$ cat src/include/saroc_pkg.sv
// saroc_pkg: constants, carrier types and the output coding for the converter control block.
// assumes one 20 MHz system clock; every pin-side time is counted in cycles of that clock.
package saroc_pkg;

   localparam int CLK_PERIOD_NS = 50;
   localparam int CONV_TIME_NS = 20000;
   localparam int CONV_CYCLES = (CONV_TIME_NS + CLK_PERIOD_NS - 1) / CLK_PERIOD_NS;
   localparam int SCLK_HALF_NS = 200;
   localparam int SCLK_HALF_CYCLES = (SCLK_HALF_NS / CLK_PERIOD_NS < 1) ? 1 :
                                     SCLK_HALF_NS / CLK_PERIOD_NS;
   localparam int RESULT_W = 16;
   localparam int BYTE_W = 8;
   localparam int SERIAL_BITS = 16;

   localparam int ADDR_W = 8;
   localparam logic [7:0] OFS_STATUS = 8'h00;
   localparam logic [7:0] OFS_MASK = 8'h04;
   localparam logic [7:0] OFS_RESULT = 8'h08;
   localparam logic [7:0] OFS_CTRL = 8'h0C;

   localparam int EVENT_W = 3;
   localparam int STB_CONV_DONE = 0;
   localparam int STB_SER_DONE = 1;
   localparam int STB_IGNORED = 2;
   localparam int STB_SLEEP = 8;
   localparam int STB_VREF_OFF = 9;
   localparam int STB_BUSY = 10;
   localparam int CTRL_START = 0;
   localparam logic [2:0] MASK_RESET = 3'h0;
   localparam logic [2:0] STATUS_RESET = 3'h0;
   localparam logic [15:0] RESULT_RESET = 16'h0000;

   typedef struct packed {
      logic csN;
      logic rcN;
      logic halfSel;
      logic fmtSel;
      logic clkSrc;
      logic sclkIn;
      logic chainIn;
      logic sleep;
      logic vrefDis;
   } saroc_pins_t;

   // idle pin levels: select and read/convert high so no start is seen at release;
   // clock source reads external until synced, so the clock pin never fights a host clock
   localparam saroc_pins_t PINS_RESET = '{csN: 1'b1, rcN: 1'b1, halfSel: 1'b0, fmtSel: 1'b0,
                                          clkSrc: 1'b1, sclkIn: 1'b0, chainIn: 1'b0,
                                          sleep: 1'b0, vrefDis: 1'b0};

   typedef enum logic [2:0] {
      ST_IDLE = 3'b001,
      ST_CONV = 3'b010,
      ST_SERWAIT = 3'b100
   } saroc_state_t;

   // the converter core delivers two's complement; straight binary flips the sign bit
   function automatic logic [15:0] saroc_format(input logic [15:0] code, input logic straight);
      saroc_format = {code[15] ^ straight, code[14:0]};
   endfunction

endpackage

$ cat src/design/saroc_sync.sv
// saroc_sync: three-stage input synchroniser for asynchronous pins.
// assumes inputs may change at any time; output moves only once stages two and three agree.
`timescale 1ns/10ps
`default_nettype none
module saroc_sync #(
   parameter int W = 1,
   parameter logic [W-1:0] RESET_VAL = '0
) (
   input wire logic clock,
   input wire logic reset,
   input wire logic [W-1:0] din,
   output logic [W-1:0] dout
);
   logic [W-1:0] stage1_q;
   logic [W-1:0] stage2_q;
   logic [W-1:0] stage3_q;

   always_ff @(posedge clock or posedge reset) begin
      if (reset) begin
         stage1_q <= RESET_VAL;
         stage2_q <= RESET_VAL;
         stage3_q <= RESET_VAL;
      end else begin
         stage1_q <= din;
         stage2_q <= stage1_q;
         stage3_q <= stage2_q;
      end
   end

   // per bit: take the new level only when two settled stages agree
   always_ff @(posedge clock or posedge reset) begin
      if (reset) begin
         dout <= RESET_VAL;
      end else begin
         for (int i = 0; i < W; i++) begin
            if (stage2_q[i] == stage3_q[i]) begin
               dout[i] <= stage3_q[i];
            end
         end
      end
   end
endmodule
`default_nettype wire

$ cat src/design/saroc_serial.sv
// saroc_serial: 16-bit result shifter, internal clock generation or external clock following.
// assumes the external clock level arrives already synchronised to the system clock.
`timescale 1ns/10ps
`default_nettype none
module saroc_serial #(
   parameter int HALF = saroc_pkg::SCLK_HALF_CYCLES,
   parameter int BITS = saroc_pkg::SERIAL_BITS
) (
   input wire logic clock,
   input wire logic reset,
   input wire logic extMode,
   input wire logic load,
   input wire logic [15:0] word,
   input wire logic extClk,
   input wire logic chainIn,
   output logic sclkOut,
   output logic dataOut,
   output logic active,
   output logic donePulse
);
   localparam int DW = $clog2(HALF + 1);
   localparam int BW = $clog2(BITS + 1);
   logic [15:0] shift_q;
   logic [DW-1:0] div_q;
   logic [BW-1:0] bitCnt_q;
   logic extPrev_q;
   logic tick;
   logic intFall;
   logic extFall;

   assign tick = active && (div_q == DW'(HALF - 1));
   assign intFall = tick && sclkOut;
   assign extFall = extMode && extPrev_q && !extClk;
   assign dataOut = shift_q[15];

   always_ff @(posedge clock or posedge reset) begin
      if (reset) begin
         extPrev_q <= 1'b0;
      end else begin
         extPrev_q <= extClk;
      end
   end

   // internal clock: a divider enable toggles the line, bits move on its falling edge
   always_ff @(posedge clock or posedge reset) begin
      if (reset) begin
         div_q <= '0;
         sclkOut <= 1'b0;
         active <= 1'b0;
         bitCnt_q <= '0;
         donePulse <= 1'b0;
      end else begin
         donePulse <= 1'b0;
         if (load && !extMode) begin
            active <= 1'b1;
            div_q <= '0;
            sclkOut <= 1'b0;
            bitCnt_q <= '0;
         end else if (active) begin
            div_q <= tick ? '0 : div_q + DW'(1);
            if (tick) begin
               sclkOut <= !sclkOut;
            end
            if (intFall) begin
               bitCnt_q <= bitCnt_q + BW'(1);
               if (bitCnt_q == BW'(BITS - 1)) begin
                  active <= 1'b0;
                  donePulse <= 1'b1;
               end
            end
         end
      end
   end

   // msb leaves first; in external mode the chain input refills from the bottom
   always_ff @(posedge clock or posedge reset) begin
      if (reset) begin
         shift_q <= '0;
      end else if (load) begin
         shift_q <= word;
      end else if (intFall) begin
         shift_q <= {shift_q[14:0], 1'b0};
      end else if (extFall) begin
         shift_q <= {shift_q[14:0], chainIn};
      end
   end

   logic [BW:0] pulses_q;
   always_ff @(posedge clock or posedge reset) begin
      if (reset) begin
         pulses_q <= '0;
      end else if (load && !extMode) begin
         pulses_q <= '0;
      end else if (tick && !sclkOut) begin
         pulses_q <= pulses_q + (BW + 1)'(1);
      end
   end
endmodule
`default_nettype wire

$ cat src/design/saroc_ctrl.sv
// saroc_ctrl: conversion control, result register, parallel and serial output, ahb-lite registers.
// assumes control pins are asynchronous to clock, sarCode is valid from the analog core at the
// end of the conversion time, and the pad ring resolves outputs from their enables.
`timescale 1ns/10ps
`default_nettype none
module saroc_ctrl #(
   parameter int CONV_CYCLES = saroc_pkg::CONV_CYCLES,
   parameter int SCLK_HALF = saroc_pkg::SCLK_HALF_CYCLES
) (
   input wire logic clock,
   input wire logic reset,
   input wire logic chipSelectN,
   input wire logic readConvertN,
   input wire logic halfSelect,
   input wire logic formatSelect,
   input wire logic clockSourceSelect,
   input wire logic serialShiftClockIn,
   input wire logic chainSerialIn,
   input wire logic analogSleep,
   input wire logic vrefDisable,
   input wire logic [15:0] sarCode,
   output logic [7:0] parallelOut,
   output logic [7:0] parallelOutOe,
   output logic serialShiftClockOut,
   output logic serialShiftClockOe,
   output logic serialResultOut,
   output logic busyN,
   output logic sampleHold,
   output logic analogPowerDown,
   output logic referencePowerDown,
   output logic irq,
   input wire logic hsel,
   input wire logic [31:0] haddr,
   input wire logic [1:0] htrans,
   input wire logic hwrite,
   input wire logic [2:0] hsize,
   input wire logic [31:0] hwdata,
   input wire logic hready,
   output logic hreadyout,
   output logic hresp,
   output logic [31:0] hrdata
);
   localparam int CW = $clog2(CONV_CYCLES + 1);

   saroc_pkg::saroc_pins_t pinRaw;
   saroc_pkg::saroc_pins_t pinS;
   saroc_pkg::saroc_state_t state_q;
   logic ctrlPrev_q;
   logic ctrlHigh;
   logic pinStart;
   logic softStart;
   logic request;
   logic accepted;
   logic ignored;
   logic [CW-1:0] convCnt_q;
   logic convEnd;
   logic [15:0] result_q;
   logic [15:0] fmtWord;
   logic serLoad;
   logic [15:0] serWord;
   logic serActive;
   logic serDone;
   logic [2:0] events;
   logic [2:0] status_q;
   logic [2:0] mask_q;
   logic addrAcc;
   logic statusRead;
   logic wrPend_q;
   logic [7:0] wrAddr_q;
   logic [31:0] readValue;

   assign pinRaw = '{csN: chipSelectN, rcN: readConvertN, halfSel: halfSelect,
                     fmtSel: formatSelect, clkSrc: clockSourceSelect,
                     sclkIn: serialShiftClockIn, chainIn: chainSerialIn,
                     sleep: analogSleep, vrefDis: vrefDisable};

   saroc_sync #(
      .W($bits(saroc_pkg::saroc_pins_t)),
      .RESET_VAL(saroc_pkg::PINS_RESET)
   ) uSync (
      .clock(clock),
      .reset(reset),
      .din(pinRaw),
      .dout(pinS)
   );

   // start detection: the two controls act as one ORed level, so either falling last starts
   assign ctrlHigh = pinS.csN | pinS.rcN;
   assign pinStart = ctrlPrev_q && !ctrlHigh;
   assign request = pinStart || softStart;
   assign accepted = request && (state_q == saroc_pkg::ST_IDLE);
   assign ignored = request && (state_q != saroc_pkg::ST_IDLE);
   assign convEnd = (state_q == saroc_pkg::ST_CONV) && (convCnt_q == CW'(CONV_CYCLES - 1));

   always_ff @(posedge clock or posedge reset) begin
      if (reset) begin
         ctrlPrev_q <= 1'b1;
      end else begin
         ctrlPrev_q <= ctrlHigh;
      end
   end

   // conversion sequencer; in internal-clock mode busy also covers the serial frame
   always_ff @(posedge clock or posedge reset) begin
      if (reset) begin
         state_q <= saroc_pkg::ST_IDLE;
         convCnt_q <= '0;
      end else begin
         case (state_q)
            saroc_pkg::ST_IDLE: begin
               if (accepted) begin
                  state_q <= saroc_pkg::ST_CONV;
                  convCnt_q <= '0;
               end
            end
            saroc_pkg::ST_CONV: begin
               convCnt_q <= convCnt_q + CW'(1);
               if (convEnd) begin
                  state_q <= serActive ? saroc_pkg::ST_SERWAIT : saroc_pkg::ST_IDLE;
               end
            end
            saroc_pkg::ST_SERWAIT: begin
               if (!serActive) begin
                  state_q <= saroc_pkg::ST_IDLE;
               end
            end
            default: begin
               state_q <= saroc_pkg::ST_IDLE;
            end
         endcase
      end
   end

   // busy is the idle bit of the one-hot state, so it rises with the result already stored
   assign busyN = state_q[0];
   assign sampleHold = state_q[1];

   always_ff @(posedge clock or posedge reset) begin
      if (reset) begin
         result_q <= saroc_pkg::RESULT_RESET;
      end else if (convEnd) begin
         result_q <= sarCode;
      end
   end

   assign fmtWord = saroc_pkg::saroc_format(result_q, pinS.fmtSel);

   // parallel port: registered byte and enables; drivers only while select low, read/convert high
   always_ff @(posedge clock or posedge reset) begin
      if (reset) begin
         parallelOut <= '0;
         parallelOutOe <= '0;
      end else begin
         parallelOut <= pinS.halfSel ? fmtWord[7:0] : fmtWord[15:8];
         parallelOutOe <= {8{!pinS.csN && pinS.rcN}};
      end
   end

   // internal clock: the starting edge ships the previous result; external: each new result
   assign serLoad = pinS.clkSrc ? convEnd : accepted;
   assign serWord = pinS.clkSrc ? saroc_pkg::saroc_format(sarCode, pinS.fmtSel) : fmtWord;

   saroc_serial #(
      .HALF(SCLK_HALF),
      .BITS(saroc_pkg::SERIAL_BITS)
   ) uSerial (
      .clock(clock),
      .reset(reset),
      .extMode(pinS.clkSrc),
      .load(serLoad),
      .word(serWord),
      .extClk(pinS.sclkIn),
      .chainIn(pinS.chainIn & pinS.clkSrc),
      .sclkOut(serialShiftClockOut),
      .dataOut(serialResultOut),
      .active(serActive),
      .donePulse(serDone)
   );

   // pad controls; sleep and reference disable leave all digital logic running
   always_ff @(posedge clock or posedge reset) begin
      if (reset) begin
         serialShiftClockOe <= 1'b0;
         analogPowerDown <= 1'b0;
         referencePowerDown <= 1'b0;
      end else begin
         serialShiftClockOe <= !pinS.clkSrc;
         analogPowerDown <= pinS.sleep;
         referencePowerDown <= pinS.vrefDis;
      end
   end

   // ahb-lite slave: zero wait states, always okay, read data registered in the address phase
   assign hreadyout = 1'b1;
   assign hresp = 1'b0;
   assign addrAcc = hsel && htrans[1] && hready;
   assign statusRead = addrAcc && !hwrite && (haddr[7:0] == saroc_pkg::OFS_STATUS);
   assign softStart = wrPend_q && (wrAddr_q == saroc_pkg::OFS_CTRL) &&
                      hwdata[saroc_pkg::CTRL_START];

   always_comb begin
      readValue = 32'h00000000;
      case (haddr[7:0])
         saroc_pkg::OFS_STATUS: begin
            readValue[2:0] = status_q;
            readValue[saroc_pkg::STB_SLEEP] = pinS.sleep;
            readValue[saroc_pkg::STB_VREF_OFF] = pinS.vrefDis;
            readValue[saroc_pkg::STB_BUSY] = !busyN;
         end
         saroc_pkg::OFS_MASK: begin
            readValue[2:0] = mask_q;
         end
         saroc_pkg::OFS_RESULT: begin
            readValue[15:0] = result_q;
         end
         default: begin
            readValue = 32'h00000000;
         end
      endcase
   end

   always_ff @(posedge clock or posedge reset) begin
      if (reset) begin
         hrdata <= 32'h00000000;
         wrPend_q <= 1'b0;
         wrAddr_q <= 8'h00;
      end else begin
         wrPend_q <= addrAcc && hwrite;
         if (addrAcc) begin
            wrAddr_q <= haddr[7:0];
         end
         if (addrAcc && !hwrite) begin
            hrdata <= readValue;
         end
      end
   end

   always_ff @(posedge clock or posedge reset) begin
      if (reset) begin
         mask_q <= saroc_pkg::MASK_RESET;
      end else if (wrPend_q && (wrAddr_q == saroc_pkg::OFS_MASK)) begin
         mask_q <= hwdata[2:0];
      end
   end

   // sticky events: a read clears, an event in the same cycle survives the clear
   assign events = {ignored, serDone, convEnd};

   always_ff @(posedge clock or posedge reset) begin
      if (reset) begin
         status_q <= saroc_pkg::STATUS_RESET;
      end else begin
         status_q <= (statusRead ? 3'h0 : status_q) | events;
      end
   end

   always_ff @(posedge clock or posedge reset) begin
      if (reset) begin
         irq <= 1'b0;
      end else begin
         irq <= |(status_q & mask_q);
      end
   end

   // busy-low run length, counted apart from the sequencer so a counter slip shows up
   logic [CW:0] busyLen_q;
   always_ff @(posedge clock or posedge reset) begin
      if (reset) begin
         busyLen_q <= '0;
      end else if (busyN) begin
         busyLen_q <= '0;
      end else begin
         busyLen_q <= busyLen_q + (CW + 1)'(1);
      end
   end
endmodule
`default_nettype wire

$ cat config.mk
export PLATFORM = sky130hd
export DESIGN_NAME = saroc_ctrl
export DESIGN_NICKNAME = d
export VERILOG_FILES = /design/src/include/saroc_pkg.sv /design/src/design/saroc_sync.sv /design/src/design/saroc_serial.sv /design/src/design/saroc_ctrl.sv
export SDC_FILE = /design/constraint.sdc
export NUM_CORES = 1
export LEC_CHECK = 0
export ABC_AREA = 1
export BUFFER_PORTS_ARGS = -buffer_cell sky130_fd_sc_hd__buf_2
export CAP_MARGIN = 10
export CORE_AREA = 2 2 149 107
export CTS_BUF_LIST = sky130_fd_sc_hd__clkbuf_8 sky130_fd_sc_hd__clkbuf_16
export CTS_CLUSTER_SIZE = 10
export DETAILED_ROUTE_END_ITERATION = 10
export DIE_AREA = 0 0 151 109
export PLACE_DENSITY = 0.64
export SLEW_MARGIN = 30
export SYNTH_ARGS = -nofsm -noshare
export SYNTH_HDL_FRONTEND = slang
export SYNTH_SLANG_ARGS = --single-unit
export TNS_END_PERCENT = 10
$ cat constraint.sdc
create_clock -name clock -period 7.8 [get_ports clock]
set_clock_uncertainty 0.1 [all_clocks]
set_input_delay 0.39 -clock clock [delete_from_list [all_inputs] [get_ports clock]]
set_output_delay 0.39 -clock clock [all_outputs]
set_load 0.005 [all_outputs]
==> results.toml, run 1 <==
[cts]
h-tree-depth = 4
cts_made_buffers = 17
clkLatencyLatePin_ns = 0.41
cts_repair_resize_count = 0
clk_path_buf_depth = 2
cts_tree = "built"
post_cts_buffers = 0
clockRootBuffer = "clkbuf_16"
cts_num_sinks = 137
clkTransAtPathRegs_ns = 0.06

[finish]
area_growth_pct = 19.1
stdcell_area_um2 = 7010
n_fill_cell = 1459
drive_gt1_share_pct = 20.1
final_util_pct = 46.4
final_nets = 833
antenna_cells = 0

[place]
placed_area_um2 = 6320
place.gp.congestion = 0.763
port_buffers = 81
dpl.hpwl_mm = 8.35

[logic_synthesis]
synth_edf_count = 0
avgSynthCellArea_um2 = 9.10
yosysUniqueCellTypes = 36
yosysWarningCount = 0
synthFlopType = "dfrtp_1"
ys_seq_elements = 137
yosysSeqAreaShare_pct = 58.5
synth_area_um2 = 5890
async_flop_share_pct = 100
synth_cells = 647

[global_routing]
grt_pass1_vias = 4192
grt_pass1_wl_mm = 20.7
grt_usage_pct = 16.4
grt_antenna_before_repair = 0
grt.overflow.total = 0
grt_max_degree = 71

[outcome]
outcome = "finished clean"

[floorplanning]
die_h_um = 109
die_width_um = 151
core_area_um2 = 15100
rows = 38
die_area_um2 = 16500
io_pins = 157
start_util_pct = 39.0

[detailed_routing]
dr.pass1.iters = 5
num_vias = 4358
post_drt_wl_per_cell_um = 13.1
detail-route-antenna-nets = 0
drt_first_iter_violations = 378
drc = 0
routed_wl_mm = 12.3
viasPerCell = 4.62

[worst_setup_path]
worstPathArrival_ns = 3.01
cp.required_ns = 7.99
critPathLaunchType = "register"
cp-end-kind = "register"
cp_max_fo = 20
reg2regPathDepth = 12
worstSetupPathType = "reg -> reg"

[sta]
worst_pin_slew_ns = 0.846
max_freq_mhz = 355
final.period_utilization_pct = 36.1
max_slew_margin_pct = 43.6
finalHoldViolCount = 0
grt_setup_unrepaired = "no"
fin_crit_ns = 2.82
finalMaxSlewViolations = 0
finalSetupViolCount = 0
setup_tns_ns = 0

[pwr]
p_comb_share_pct = 17.3
internal_power_mw = 1.43
p_leak_nw = 3.54
vdd_ir_drop_max_mv = 0.155
swShare_pct = 29.3
cellPowerDensity_nw_per_um2 = 289
clkPwrFrac_pct = 38.9
netSwitchingPower_mw = 0.594
p_seq_share_pct = 43.9

[run]
maxCapViolCount = 0

[hold_path]
min_path_type = "in -> reg"
min_path_cells = 3
-- metrics by stage --
stage	hold WS, ns	std cells	power [mW]	setup slack (ns)
6_report	0.101	943	2.02	4.98
5_1_grt	0.104	943	2.16	4.67
4_1_cts	0.0862	943	2.05	4.99
3_5_place_dp	0.236	901	1.25	5.04
3_3_place_gp	0.233	901	1.23	5.03
2_1_floorplan	0.231	663	1.16	3.67
-- sequential cells by signal, indices dropped and copies added, names as in the netlist, 8 cells and up --
signal and flops:
uSync.stage3_q 9, hrdata 16, wrAddr_q 8, parallelOut 8, convCnt_q 9, uSync.stage2_q 9
result_q 16, uSync.dout 9, uSync.stage1_q 9, uSerial.shift_q 16
-- worst max-delay path: stages, from the launching register on --
cell and delay (ns):
dfrtp_1 0.41, ha_1 0.18, nand2_1 0.07, inv_2 0.07
nand2_2 0.07, inv_2 0.06, nand2_2 0.07, nor2_4 0.41
nand2_2 0.42, nand2_1 0.57, nand2_1 0.12, nand2_1 0.10
nor2_1 0.04
-- repair_timing --
| item | in CTS | in global routing |
|---|---|---|
| endpoints found under the setup margin | 0 | 0 |
| hold buffers | 10 | 0 |
| endpoints found under the hold margin | 48 | 0 |
-- metal layers --
layer / vias up / GRT usage [%] / part of all wire (%)
met2: 111 / 24.4 / 44
li1: 2193 / - / -
met5: - / 0 / 0
met3: 12 / 4.35 / 4.9
met1: 2042 / 23.4 / 50
met4: 0 / 5.34 / 0.92
-- logic make-up (layout without fill, tap and decap cells) --
kind of cell / Yosys count / in the layout / synth area share (%)
flops: 137 / 137 / 58.5
fa+ha+maj: 13 / 13 / 2.38
mux: 3 / 3 / 0.574
buf+inv: 113 / 193 / 9.45
compound gates: 73 / 73 / 6.39
xor+xnor: 3 / 3 / 0.446
other cells: 2 / 18 / 0.128
simple gates: 303 / 303 / 22.1
-- power by group through the flow --
stage | Combinational (mW) | Sequential, mW | Clock [mW]
floorplan | 0.272 | 0.883 | 0
global placement | 0.339 | 0.896 | 0
detailed placement | 0.346 | 0.899 | 0
CTS | 0.355 | 0.888 | 0.804
global route | 0.411 | 0.905 | 0.839
finish | 0.349 | 0.888 | 0.787
-- final timing paths --
check / startpoint / to / slack, ns
worst min register to register: uSync.stage1_q[1] / uSync.stage2_q[1] / 0.24
max in group asynchronous: reset / result_q[10] / 5.79
min in group asynchronous: reset / uSync.stage1_q[2] / 0.51
worst max register to register: convCnt_q[0] / uSerial.shift_q[14] / 4.98
worst max-delay path: convCnt_q[0] / uSerial.shift_q[14] / 4.98
worst min-delay path: sarCode[7] / result_q[7] / 0.10
-- final cells by class --
cell class	count	area, µm²	area share [%]
flip-flops and latches	137	3450	49.1
clock buffers	18	439	6.26
inverters	68	260	3.71
well taps	200	250	3.57
multi-input cells	413	1950	27.8
repair buffers	93	520	7.42
clock inverters	14	150	2.14
-- synthesized netlist by cell type (3+ instances only) --
cell type  number  area share, %
o21ai_0        55            4.7
nor2_1         67            4.3
buf_4          26            3.3
inv_2           8           0.51
dfstp_2        14            6.2
buf_6           4           0.76
nand3_1        52            4.4
o21ai_1         8           0.68
mux2_2          3           0.57
nand2_2         3           0.32
a21oi_1         6           0.51
nor3_1          5           0.42
buf_2           4           0.34
ha_1            4           0.85
maj3_1          9            1.5
clkbuf_1       11           0.70
inv_1          60            3.8
nand4_1        11            1.2
dfrtp_1       123             52
nand2_1       155            9.9
-- placed cells by master, fill, tap and decap left out, types with 11 or more instances in the layout --
cell,synthesis,layout
clkbuf_16,0,17
inv_1,60,59
dfrtp_1,123,123
nand4_1,11,11
nand2_1,155,155
nor2_1,67,67
o21ai_0,55,55
dfstp_2,14,14
buf_2,4,81
nand3_1,52,52
conb_1,2,18
Note: power is estimated with default switching activity, not from simulation.
==> inputs of run 2 (changes only) <==
clock period = 2.65 ns   (was 7.8 ns; I/O delays follow)
==> results.toml, run 2 (synthesized netlist as in run 1, its figures left out) <==
[outcome]
outcome = "finished clean"

[detailed_routing]
detail-route-antenna-nets = 0
drt_first_iter_violations = 250
viasPerCell = 4.53
drc = 0
routed_wl_mm = 12.5
post_drt_wl_per_cell_um = 12.8
num_vias = 4427
dr.pass1.iters = 5

[sta]
worst_pin_slew_ns = 0.532
finalMaxSlewViolations = 0
finalHoldViolCount = 0
grt_setup_unrepaired = "no"
finalSetupViolCount = 0
max_freq_mhz = 471
final.period_utilization_pct = 80.2
setup_tns_ns = 0
max_slew_margin_pct = 64.5
fin_crit_ns = 2.12

[floorplanning]
die_area_um2 = 16500
rows = 38
start_util_pct = 39.0
die_width_um = 151
io_pins = 157
core_area_um2 = 15100
die_h_um = 109

[place]
port_buffers = 81
dpl.hpwl_mm = 8.65
place.gp.congestion = 0.827
placed_area_um2 = 6380
dp_cells = 907

[finish]
antenna_cells = 0
reg.largest.list = "hrdata x16, result_q x16, uSerial.shift_q x16"
seqCellArea_um2 = 3450
drive_gt1_share_pct = 19.7
final_cell_mix = "nand2_1, dfrtp_1, buf_2"
final_cells = 977
final_common_cell = "nand2_1"
final_nets = 867
multi_input_area_um2 = 1950
area_growth_pct = 25.5
n_fill_cell = 1411
stdcell_area_um2 = 7390

[global_routing]
grt_usage_pct = 16.5
grt_antenna_before_repair = 0
grt_pass1_wl_mm = 21.0
grt.overflow.total = 0
grt_max_degree = 71
grt_pass1_vias = 4193

[cts]
clkLatencyLatePin_ns = 0.42
post_cts_buffers = 0
clk_path_buf_depth = 2
cts_tree = "built"
cts_made_buffers = 17
clkTransAtPathRegs_ns = 0.06
cts_num_sinks = 137
h-tree-depth = 4
clockRootBuffer = "clkbuf_16"

[hold_path]
min_path_type = "in -> reg"

[pwr]
power_mw = 6.16
cellPowerDensity_nw_per_um2 = 833
vdd_ir_drop_max_mv = 0.496
p_leak_nw = 3.73

[worst_setup_path]
worstSetupPathType = "reg -> reg"
cp_max_fo = 30
critPathLaunchType = "register"
worstPathArrival_ns = 2.32
cp.required_ns = 2.84
cp-end-kind = "register"

[run]
maxCapViolCount = 0
run 2: worst paths after layout:
| kind | from | to | slack [ns] | depth (start not counted) |
|---|---|---|---|---|
| worst max register to register | uSync.dout[4] | uSerial.shift_q[2] | 0.53 | 6 |
| max in group asynchronous | reset | state_q[0] | 1.73 | 4 |
| worst max-delay path | uSync.dout[4] | uSerial.shift_q[2] | 0.53 | 6 |
| min in group asynchronous | reset | uSync.stage2_q[4] | 0.23 | 3 |
| worst min register to register | uSync.stage1_q[1] | uSync.stage2_q[1] | 0.25 | 0 |
| worst min-delay path | htrans[1] | wrPend_q | 0.08 | 4 |
run 2: metrics by stage:
step                      hold WS, ns  util, %  setup WS [ns]
after CTS                      0.0644     48.9          0.507
after floorplan                0.0370        -          0.722
after detailed placement        0.115     42.2          0.545
after global placement          0.109     42.2          0.568
final                          0.0797     48.9          0.526
after global routing           0.0874     48.9          0.341
run 2: area by class of cell:
cell class	count	share of cell area [%]
clock inverter	13	2.42
clock buffer	19	6.13
inverter	68	3.50
tap	200	3.39
multi-input combinational	413	26.3
timing repair buffer	127	11.6
sequential	137	46.6
run 2: timing repair:
item,in CTS,in global routing
endpoints found under the hold margin,161,0
hold buffers,38,0
gates resized for setup,0,0
run 2: report_power, final:
group / leakage (nW) / total [mW] / switching, mW / internal, mW
clock network: 0.312 / 2.49 / 0.875 / 1.62
logic: 1.85 / 1.05 / 0.632 / 0.415
registers: 1.57 / 2.62 / 0.209 / 2.41
total: 3.73 / 6.16 / 1.72 / 4.44
run 2: routing by layer:
layer | global-route usage (%) | up-vias | wire (µm)
met1 | 24.4 | 2047 | 6250
met5 | 0 | - | 0
met4 | 4.01 | 0 | 132
met3 | 4.73 | 14 | 831
met2 | 23.8 | 114 | 5330
li1 | - | 2252 | -
run 2: worst max-delay path, stage by stage, from the launching register on:
cell     delay, ns
dfstp_2       0.70
inv_2         0.23
nand3_1       0.17
buf_4         0.33
nand3_4       0.25
nor2_1        0.17
nor2_1        0.07
==> inputs of run 3 (changes only) <==
clock period = 2.1 ns   (was 2.65 ns; I/O delays follow)
==> results.toml, run 3 (synthesized netlist as in run 1, its figures left out) <==
[global_routing]
grt_max_degree = 48
grt_usage_pct = 16.8
grt.overflow.total = 0
grt_pass1_wl_mm = 21.0
grt_antenna_before_repair = 0
grt_pass1_vias = 4216

[detailed_routing]
viasPerCell = 4.57
detail-route-antenna-nets = 0
num_vias = 4497
drc = 0
drt_first_iter_violations = 184
post_drt_wl_per_cell_um = 13.0
dr.pass1.iters = 4
routed_wl_mm = 12.8

[sta]
grt_setup_unrepaired = "no"
final.period_utilization_pct = 91.0
worst_pin_slew_ns = 0.585
max_freq_mhz = 523
finalSetupViolCount = 0
max_slew_margin_pct = 60.9
setup_tns_ns = 0
finalHoldViolCount = 0
fin_crit_ns = 1.91
finalMaxSlewViolations = 0

[worst_setup_path]
path_cells = "ha_1, nand2_1, inv_2, nand2_2, inv_2, nand2_2, nor2_4, nand2_2, nand2_1, buf_4, nand2_1, nand2_1, nor2_1"
slowest_stage = "dfrtp_1"
reg2regPathDepth = 13
critPathLaunchType = "register"
r2r_end = "uSerial.shift_q[14]"
worstReg2RegStart = "convCnt_q[0]"
cpPeakStageDelay_ns = 0.40
crit_path_frequent_cell = "nand2_1"
cp_max_fo = 16
cp.required_ns = 2.31
worstSetupPathType = "reg -> reg"
worstPathArrival_ns = 2.12
reg2reg_slack_ns = 0.19
cp-end-kind = "register"

[run]
maxCapViolCount = 0

[finish]
final_util_pct = 49.2
seqCellArea_um2 = 3450
antenna_cells = 0
area_growth_pct = 26.3
drive_gt1_share_pct = 20.4
multi_input_area_um2 = 1950
final_cells = 983
reg.largest.list = "hrdata x16, result_q x16, uSerial.shift_q x16"
final_cell_mix = "nand2_1, dfrtp_1, buf_2"
final_common_cell = "nand2_1"
final_nets = 874
n_fill_cell = 1438

[pwr]
cellPowerDensity_nw_per_um2 = 1040
vdd_ir_drop_max_mv = 0.582
p_leak_nw = 3.76

[hold_path]
hold_start = "htrans[1]"
hold_path_end = "wrPend_q"
min_path_cells = 4
min_path_type = "in -> reg"

[floorplanning]
die_area_um2 = 16500
die_h_um = 109
core_area_um2 = 15100
die_width_um = 151
rows = 38
start_util_pct = 39.0
io_pins = 157

[cts]
cts_num_sinks = 137
ctsHoldBuffers = 38
clkTransAtPathRegs_ns = 0.06
clkLatencyLatePin_ns = 0.42
cts_tree = "built"
h-tree-depth = 4
clk_path_buf_depth = 2
clockRootBuffer = "clkbuf_16"
cts_repair_resize_count = 0
post_cts_buffers = 0
cts_made_buffers = 17

[outcome]
outcome = "finished clean"

[place]
port_buffers = 81
dpl.hpwl_mm = 8.76
place.gp.congestion = 0.788
dp_cells = 914
[run 3: report_power, final]
part | internal, mW | leakage [nW] | total [mW] | switching (mW)
clock network | 1.92 | 0.296 | 3.04 | 1.13
registers | 3.04 | 1.57 | 3.29 | 0.253
logic | 0.579 | 1.89 | 1.40 | 0.819
total | 5.54 | 3.76 | 7.74 | 2.20
[run 3: how the worst max path moves through the flow]
stage | from | to
final | convCnt_q[0] | uSerial.shift_q[14]
after global routing | convCnt_q[0] | uSerial.shift_q[14]
after CTS | convCnt_q[0] | uSerial.shift_q[14]
after detailed placement | convCnt_q[0] | uSerial.shift_q[14]
after global placement | convCnt_q[0] | uSerial.shift_q[14]
after floorplan | reset | analogPowerDown
[run 3: per-layer routing]
layer  global-route usage (%)  vias up  routed length [µm]
met4                     5.41        0                 114
met3                     5.15        9                 715
met1                     23.8     2110                6490
met2                     24.7      114                5490
met5                        0        -                   0
li1                         -     2264                   -
[run 3: layout make-up]
class | instances | area share (%)
clock buffer | 19 | 6.09
clock inverter | 12 | 2.02
inverter | 68 | 3.48
multi-input combinational | 413 | 26.2
sequential | 137 | 46.3
tap | 200 | 3.36
timing repair buffer | 134 | 12.6
[run 3: stage by stage]
step	power [mW]	setup slack, ns	instance area [µm²]	hold WS, ns
floorplan	4.29	0.199	5950	0.00948
global placement	4.65	0.234	6460	0.111
detailed placement	4.69	0.197	6460	0.113
CTS	7.82	0.186	7440	0.0353
global route	8.21	0.00938	7440	0.0646
finish	7.74	0.189	7440	0.0600
[run 3: critical path, delay by kind of cell (launching register included)]
family / cells / cell delay [ns]
DFF: 1 / 0.40
adders and majority gates: 1 / 0.18
and+or+nand+nor: 9 / 0.78
buffers and inverters: 3 / 0.32
